## src/wet_pkg.sv

```systemverilog
/*
  Shared constants and types for the supervision timer with early warning.
  Assumes a 32-bit APB slave; registers sit at byte address four times their index.
*/
package wet_pkg;

  // Register indices; byte address is the index times four
  localparam logic [5:0] IDX_CTRL = 6'h00;
  localparam logic [5:0] IDX_CFG = 6'h01;
  localparam logic [5:0] IDX_EARLY_WARN_CONTROL = 6'h02;
  localparam logic [5:0] IDX_IENCLR = 6'h04;
  localparam logic [5:0] IDX_IENSET = 6'h05;
  localparam logic [5:0] IDX_FLAG = 6'h06;
  localparam logic [5:0] IDX_COUNT = 6'h07;
  localparam logic [5:0] IDX_RESTART = 6'h08;

  // Field positions
  localparam int unsigned CTRL_EN_BIT = 1;
  localparam int unsigned CTRL_WIN_BIT = 2;
  localparam int unsigned EW_BIT = 0;

  // Reset values and keys
  localparam logic [7:0] CFG_RESET = 8'hBB;
  localparam logic [7:0] RESTART_KEY = 8'hA5;
  localparam logic [3:0] CODE_MAX = 4'hB;
  localparam logic [15:0] CODE_BASE = 16'h0008;

  // Supervision clock enable: one tick every TICK_DIV pclk cycles (20 MHz / 20 = 1 MHz)
  localparam logic [15:0] TICK_DIV = 16'h0014;

  typedef struct packed {
    logic window;
    logic enable;
  } wet_ctrl_type;

  typedef struct packed {
    logic [3:0] window_code;
    logic [3:0] period_code;
  } wet_cfg_type;

endpackage

```

## src/wet_supervision_timer.sv

```systemverilog
/*
  Supervision timer with early-warning interrupt, normal and windowed modes, APB register slave.
  Assumes synchronous inputs on pclk; the access guard and debugger flags are driven by the system.
*/
// Added by the designer: register access over APB.
// What this block does
// Enabled timer counts toward period; missing restart raises system reset.
// Normal and windowed modes, both with optional early warning.
// Behaviour chosen by control register and interrupt enable state.
// Early warning after 8<<code ticks; codes 0xC-0xF reserved.
// Early-warning offset loaded from non-volatile configuration at start-up.
// Writing one to enable-clear bit 0 clears enable; zero no effect.
// Set and clear registers share one enable, readable through both.
// Counting and time-out suspended while processor halted in debug.
// Writable registers except flag register honour external write protection.
// Debugger accesses bypass write protection.
// Interrupt request drives a line to the interrupt controller.
// Early warning reaches interrupt line only while its enable is set.
`timescale 1ns/1ps
module wet_supervision_timer #(
  parameter logic [15:0] TICK_DIV = wet_pkg::TICK_DIV
) (
  // Clock and reset
  input wire logic pclk,
  input wire logic presetn,
  // APB slave
  input wire logic psel,
  input wire logic penable,
  input wire logic pwrite,
  input wire logic [7:0] paddr,
  input wire logic [31:0] pwdata,
  output logic [31:0] prdata,
  output logic pready,
  output logic pslverr,
  // System side
  input wire logic guard_wr_protect,
  input wire logic dbg_access,
  input wire logic dbg_halt,
  input wire logic [3:0] nvm_ew_offset,
  // Outputs to reset logic and interrupt controller
  output logic sys_reset_req,
  output logic irq
);

  function automatic logic [15:0] code_cycles(input logic [3:0] code);
    if (code > wet_pkg::CODE_MAX) begin
      code_cycles = 16'h0000;
    end else begin
      code_cycles = 16'(wet_pkg::CODE_BASE << code);
    end
  endfunction

  wet_pkg::wet_ctrl_type ctrl_q;
  wet_pkg::wet_cfg_type cfg_q;
  logic [3:0] ew_q;
  logic loaded_q;
  logic ien_q;
  logic flag_q;
  logic flag_d;
  logic [15:0] cnt_q;
  logic [15:0] div_q;
  logic [31:0] prdata_q;
  logic pready_q;
  logic pslverr_q;
  logic rst_req_q;
  logic irq_q;

  // Bus decode
  wire [5:0] idx = paddr[7:2];
  wire acc = psel & penable & ~pready_q;
  wire commit = psel & penable & pready_q;
  wire mapped = (idx == wet_pkg::IDX_CTRL) | (idx == wet_pkg::IDX_CFG) | (idx == wet_pkg::IDX_EARLY_WARN_CONTROL) |
                (idx == wet_pkg::IDX_IENCLR) | (idx == wet_pkg::IDX_IENSET) | (idx == wet_pkg::IDX_FLAG) |
                (idx == wet_pkg::IDX_COUNT) | (idx == wet_pkg::IDX_RESTART);
  // Protected registers
  wire guarded = (idx != wet_pkg::IDX_FLAG) & (idx != wet_pkg::IDX_COUNT);
  // Debugger bypass
  wire blocked = pwrite & guarded & guard_wr_protect & ~dbg_access;
  wire acc_err = ~mapped | blocked;
  wire wr_ok = commit & pwrite & ~pslverr_q;
  wire wr_ctrl = wr_ok & (idx == wet_pkg::IDX_CTRL);
  wire wr_cfg = wr_ok & (idx == wet_pkg::IDX_CFG);
  wire wr_ew = wr_ok & (idx == wet_pkg::IDX_EARLY_WARN_CONTROL);
  // Clear on written one
  wire ien_clr = wr_ok & (idx == wet_pkg::IDX_IENCLR) & pwdata[wet_pkg::EW_BIT];
  wire ien_set = wr_ok & (idx == wet_pkg::IDX_IENSET) & pwdata[wet_pkg::EW_BIT];
  wire flag_clr = wr_ok & (idx == wet_pkg::IDX_FLAG) & pwdata[wet_pkg::EW_BIT];
  wire wr_restart = wr_ok & (idx == wet_pkg::IDX_RESTART);
  wire key_ok = pwdata[7:0] == wet_pkg::RESTART_KEY;

  // Timer decode
  wire en = ctrl_q.enable;
  wire div_wrap = div_q >= (TICK_DIV - 16'h0001);
  // Debug halt freezes tick
  wire tick = en & div_wrap & ~dbg_halt;
  wire [15:0] cnt_nx = cnt_q + 16'h0001;
  wire [15:0] period = code_cycles(cfg_q.period_code);
  wire [15:0] win_open = code_cycles(cfg_q.window_code);
  wire [15:0] ew_cyc = code_cycles(ew_q);
  wire restart = en & wr_restart & key_ok;
  // Period expiry
  wire timeout = tick & ~restart & (cnt_nx >= period);
  // Early restart in windowed mode, or a wrong key, is a fault
  wire bad_restart = en & wr_restart & (~key_ok | (ctrl_q.window & (cnt_q < win_open)));
  // Reserved codes never fire
  wire ew_evt = tick & ~restart & (ew_cyc != 16'h0000) & (cnt_nx == ew_cyc);

  // Reads
  wire [31:0] rd_mux =
    (idx == wet_pkg::IDX_CTRL) ? {29'h0000_0000, ctrl_q.window, ctrl_q.enable, 1'b0} :
    (idx == wet_pkg::IDX_CFG) ? {24'h00_0000, cfg_q} :
    (idx == wet_pkg::IDX_EARLY_WARN_CONTROL) ? {28'h000_0000, ew_q} :
    // One shared enable
    ((idx == wet_pkg::IDX_IENCLR) | (idx == wet_pkg::IDX_IENSET)) ? {31'h0000_0000, ien_q} :
    (idx == wet_pkg::IDX_FLAG) ? {31'h0000_0000, flag_q} :
    (idx == wet_pkg::IDX_COUNT) ? {16'h0000, cnt_q} :
    32'h0000_0000;

  // APB answer one cycle into the access phase
  always_ff @(posedge pclk or negedge presetn) begin
    if (!presetn) begin
      pready_q <= 1'b0;
      pslverr_q <= 1'b0;
      prdata_q <= 32'h0000_0000;
    end else begin
      pready_q <= acc;
      if (acc) begin
        pslverr_q <= acc_err;
        prdata_q <= (pwrite | acc_err) ? 32'h0000_0000 : rd_mux;
      end
    end
  end

  // Control and configuration
  always_ff @(posedge pclk or negedge presetn) begin
    if (!presetn) begin
      ctrl_q <= '0;
      cfg_q <= wet_pkg::CFG_RESET;
    end else begin
      if (wr_ctrl) begin
        ctrl_q.enable <= pwdata[wet_pkg::CTRL_EN_BIT];
        ctrl_q.window <= pwdata[wet_pkg::CTRL_WIN_BIT];
      end
      if (wr_cfg) begin
        cfg_q <= pwdata[7:0];
      end
    end
  end

  // Offset taken from non-volatile setting after reset release
  always_ff @(posedge pclk or negedge presetn) begin
    if (!presetn) begin
      loaded_q <= 1'b0;
      ew_q <= 4'h0;
    end else if (!loaded_q) begin
      loaded_q <= 1'b1;
      ew_q <= nvm_ew_offset;
    end else if (wr_ew) begin
      ew_q <= pwdata[3:0];
    end
  end

  // Shared enable behind set and clear
  always_ff @(posedge pclk or negedge presetn) begin
    if (!presetn) begin
      ien_q <= 1'b0;
    end else begin
      ien_q <= (ien_q | ien_set) & ~ien_clr;
    end
  end

  // Set wins over a clear in the same cycle
  assign flag_d = (flag_q & ~flag_clr) | ew_evt;

  always_ff @(posedge pclk or negedge presetn) begin
    if (!presetn) begin
      flag_q <= 1'b0;
    end else begin
      flag_q <= flag_d;
    end
  end

  // Supervision clock divider
  always_ff @(posedge pclk or negedge presetn) begin
    if (!presetn) begin
      div_q <= 16'h0000;
    end else if (!en || div_wrap) begin
      div_q <= 16'h0000;
    end else begin
      div_q <= div_q + 16'h0001;
    end
  end

  // Period counter
  always_ff @(posedge pclk or negedge presetn) begin
    if (!presetn) begin
      cnt_q <= 16'h0000;
    end else if (!en || restart) begin
      cnt_q <= 16'h0000;
    end else if (tick) begin
      cnt_q <= cnt_nx;
    end
  end

  // Reset request holds until the system reset arrives
  always_ff @(posedge pclk or negedge presetn) begin
    if (!presetn) begin
      rst_req_q <= 1'b0;
    end else if (timeout || bad_restart) begin
      rst_req_q <= 1'b1;
    end
  end

  // Interrupt gated by enable
  always_ff @(posedge pclk or negedge presetn) begin
    if (!presetn) begin
      irq_q <= 1'b0;
    end else begin
      irq_q <= flag_q & ien_q;
    end
  end

  // Request line to interrupt controller
  assign irq = irq_q;
  assign sys_reset_req = rst_req_q;
  assign prdata = prdata_q;
  assign pready = pready_q;
  assign pslverr = pslverr_q;
endmodule

```

## config.mk

```make
export PLATFORM = sky130hd
export DESIGN_NAME = wet_supervision_timer
export DESIGN_NICKNAME = d
export VERILOG_FILES = /design/src/wet_pkg.sv /design/src/wet_supervision_timer.sv
export SDC_FILE = /design/constraint.sdc
export NUM_CORES = 1
export LEC_CHECK = 0
export BUFFER_PORTS_ARGS = -buffer_cell sky130_fd_sc_hd__buf_2
export CAP_MARGIN = 20
export CORE_UTILIZATION = 37
export CTS_BUF_LIST = sky130_fd_sc_hd__clkbuf_16
export CTS_CLUSTER_SIZE = 16
export DETAILED_ROUTE_END_ITERATION = 16
export GPL_TIMING_DRIVEN = 1
export HOLD_SLACK_MARGIN = 0.1
export SLEW_MARGIN = 20
export SYNTH_ARGS = -nofsm -noshare
export SYNTH_HDL_FRONTEND = slang
export SYNTH_SLANG_ARGS = --single-unit
export TNS_END_PERCENT = 5
```

## constraint.sdc

```tcl
create_clock -name pclk -period 5.3 [get_ports pclk]
set_input_delay 1.06 -clock pclk [delete_from_list [all_inputs] [get_ports pclk]]
set_output_delay 1.06 -clock pclk [all_outputs]
set_load 0.02 [all_outputs]
```

==> impl_metrics.tcl <==
set metrics [dict create \
    swShare_pct 23.6 \
    synth_warnings 0 \
    wl_per_cell_microns 15.7 \
    via_per_inst 5.44 \
    grt_pass1_wl_microns 16500 \
    area_delta_synth_final_pct 15.2 \
    ctsResizeCount 0 \
    crit_path_max_incr_delay_ps 440 \
    cap_viol_max_count 0 \
    crit_arrival_ps 3560 \
    finalMaxSlewViolations 0 \
    seq_area_frac_synth_pct 40.9 \
    p_per_area_nw_per_um2 261 \
    cts.clk_slew.worst_paths_ps 60 \
    port_buffers 45 \
    cts_max_path_buffers 2 \
    post-cts-setup-buffers 0 \
    cts_buffers 9 \
    vias 3505 \
    min_to "prdata[1]" \
    ant_nets 0 \
    synth.avg_cell_area_sq_um 9.46 \
    die_w_microns 109 \
    reg2reg_to "sys_reset_req" \
    worstSkewPairLatency_ps 330 \
    gr-usage-met3_pct 3.77 \
    setup_viol 0 \
    worst_pin_slew_ps 1020 \
    drt_first_pass_iters 4 \
    fin_util_pct 44.4 \
    dpl.hpwl_microns 7520 \
    rows 38 \
    syn_area_sq_um 4240 \
    required_ps 5500 \
    p_sw_mw 0.301 \
    relSlewSlack_pct 31.2 \
    core_area_sq_um 11000 \
    status "complete, no violations" \
    peakVddDrop_mv 0.169 \
    synth_cell_types 59 \
    rsz0062_at_grt "no" \
    finalCritPeriodShare_pct 63.5 \
    synth_seq_cells 69 \
    cp-start-kind "register" \
    drcViolationCount 0 \
    insertedDiodeCount 0 \
    clockPowerShare_pct 49.9 \
    use_met2_pct 30.7 \
    cts_tree "yes" \
    ioPinCount 88 \
    hold_violations 0 \
    gp_congestion 0.877 \
    leakagePower_nw 2.31 \
    overflow 0 \
    p_int_mw 0.974 \
    fillers 1023 \
    rrSetupSlack_ps 1940 \
    worstPathMaxFanout 6 \
    layout-drive-gt1-share_pct 18.3 \
    synthCells 448 \
    fin_tns_setup_ps 0 \
    use_met1_pct 23.3 \
    rr_worst_depth 13 \
    cp-end-kind "register" \
    synth_edf_count 0 \
    root_buffer "clkbuf_16" \
    globalRoute.busiestLayer "met2" \
    whs_path_depth 2 \
    seq_power_share_pct 43.3 \
    start_util_pct 38.6 \
    antenna_found_initial 0 \
    hold_start "prdata[1]" \
    grt_max_degree 70 \
    crit_type "reg2reg" \
    combPwrFrac_pct 6.8 \
    r2r-start "cnt_q[0]" \
    cts_sinks 69 \
    fin_crit_ps 3360 \
    holdBufCountCts 0 \
    ys_async_sr_fraction_pct 100 \
    grt_usage_pct 18.5 \
    h-tree-depth 3 \
    ys_dominant_reg_cell "dfrtp_1" \
    nets 578 \
    grt_pass1_vias 3406 \
    cp_slowest_cell "dfrtp_1" \
    die_y_microns 109 \
    min_path_type "reg2reg" \
    drtIter0Drc 232 \
    die_area_sq_um 11900 \
    finalClockSkew_ps 3.59 \
    fmax_mhz 297 \
    path_cells "ha_1 -> inv_1 -> or2_2 -> xor2_1 -> inv_1 -> ha_1 -> o211ai_1 -> a21oi_1 -> a211oi_1 -> o21ai_0 -> maj3_1 -> a221oi_1 -> o21ai_0" \
    wirelength_microns 10100 \
]
cell type report:
class | instances | area [sq um] | area share, %
multi-input combinational | 364 | 2390 | 49.0
clock buffer | 9 | 225 | 4.61
inverter | 9 | 33.8 | 0.692
sequential | 69 | 1730 | 35.5
tap | 140 | 175 | 3.59
clock inverter | 7 | 90.1 | 1.85
timing repair buffer | 46 | 233 | 4.77
through the flow:
| step | instance area, sq um | power (mW) | worst slack, ps | cells | hold WS (ps) |
|---|---|---|---|---|---|
| 2_1_floorplan | 4340 | 0.620 | 2470 | 476 | 433 |
| 3_3_place_gp | 4560 | 0.645 | 1960 | 628 | 450 |
| 3_5_place_dp | 4560 | 0.647 | 1900 | 628 | 465 |
| 4_1_cts | 4870 | 1.28 | 1880 | 644 | 472 |
| 5_1_grt | 4880 | 1.32 | 1640 | 644 | 507 |
| 6_report | 4880 | 1.27 | 1940 | 644 | 473 |
per-layer routing:
layer	vias to the layer above	routed length (microns)	part of all wire [%]
li1	1678	-	-
met2	117	4800	48
met1	1691	4590	45
met5	-	0	0
met4	0	216	2.1
met3	19	493	4.9
power groups by stage:
stage               clock network (mW)  registers [mW]  logic (mW)
floorplan                            0           0.553      0.0667
detailed placement                   0           0.561      0.0855
global route                     0.667           0.554      0.0973
CTS                              0.647           0.552      0.0861
global placement                     0           0.561      0.0842
finish                           0.636           0.552      0.0864
cells in the final DEF, fill, tap and decap left out, drive strengths merged, types with 8 or more instances in the layout:
cell,Yosys,final
nor2b,10,10
nor4,8,8
inv,9,9
nor2,37,37
a21oi,21,21
nand2,53,53
xor2,8,8
o21ai,25,25
conb,2,30
clkbuf,13,9
xnor2,11,11
nand3,21,21
a22o,20,20
dfrtp,63,63
mux2,12,12
buf,21,46
ha,27,27
registers in the layout, indices dropped and copies added, names as in the netlist:
register       count
pready             1
cfg_q              8
div_q             16
cnt_q             16
ien_q              1
irq                1
loaded_q           1
prdata            16
pslverr            1
ctrl_q             1
sys_reset_req      1
ew_q               4
flag_q             1
en                 1
logic make-up after synthesis:
group | after synthesis | share of synthesized area, %
compound gates | 93 | 14.9
xor+xnor | 19 | 3.93
fa+ha+maj | 28 | 8.21
buf+inv | 43 | 5.37
flops | 69 | 40.9
mux | 17 | 4.37
other cells | 2 | 0.177
simple gates | 177 | 22.1
critical path: cells and delay by family, from the launching register on:
family	cells	cell delay [ps]
buf+inv	2	260
fa+ha+maj	3	1020
flops	1	440
xor+xnor	1	300
simple gates	1	320
compound gates	6	880
worst max path at each step:
stage | slack [ps] | start | depth (start not counted) | endpoint
after global placement | 1960 | cnt_q[0] | 13 | sys_reset_req
after global routing | 1640 | cnt_q[0] | 13 | sys_reset_req
after detailed placement | 1900 | cnt_q[0] | 13 | sys_reset_req
final | 1940 | cnt_q[0] | 13 | sys_reset_req
after CTS | 1880 | cnt_q[0] | 13 | sys_reset_req
after floorplan | 2470 | cnt_q[0] | 13 | sys_reset_req
cell usage after synthesis (4+ instances only):
master	n	area share, %
mux2_2	12	3.2
dfrtp_1	63	37
or3_1	5	0.74
nor2_1	36	3.2
a22o_1	20	4.1
clkbuf_1	12	1.1
buf_2	4	0.47
nand2b_1	7	1.0
nand4_1	4	0.59
nand3_1	21	2.5
o21ai_0	24	2.8
inv_1	9	0.80
xnor2_1	11	2.3
o31ai_1	4	0.71
buf_4	16	2.8
mux2i_1	5	1.2
nor3_1	7	0.83
nand2_1	53	4.7
xor2_1	8	1.7
dfstp_2	6	3.7
or2_2	4	0.59
ha_1	27	8.0
nor2b_1	10	1.5
a21oi_1	21	2.5
a32o_1	4	0.95
nor4_1	6	0.89
No activity file was read; power rests on OpenSTA's default activity.
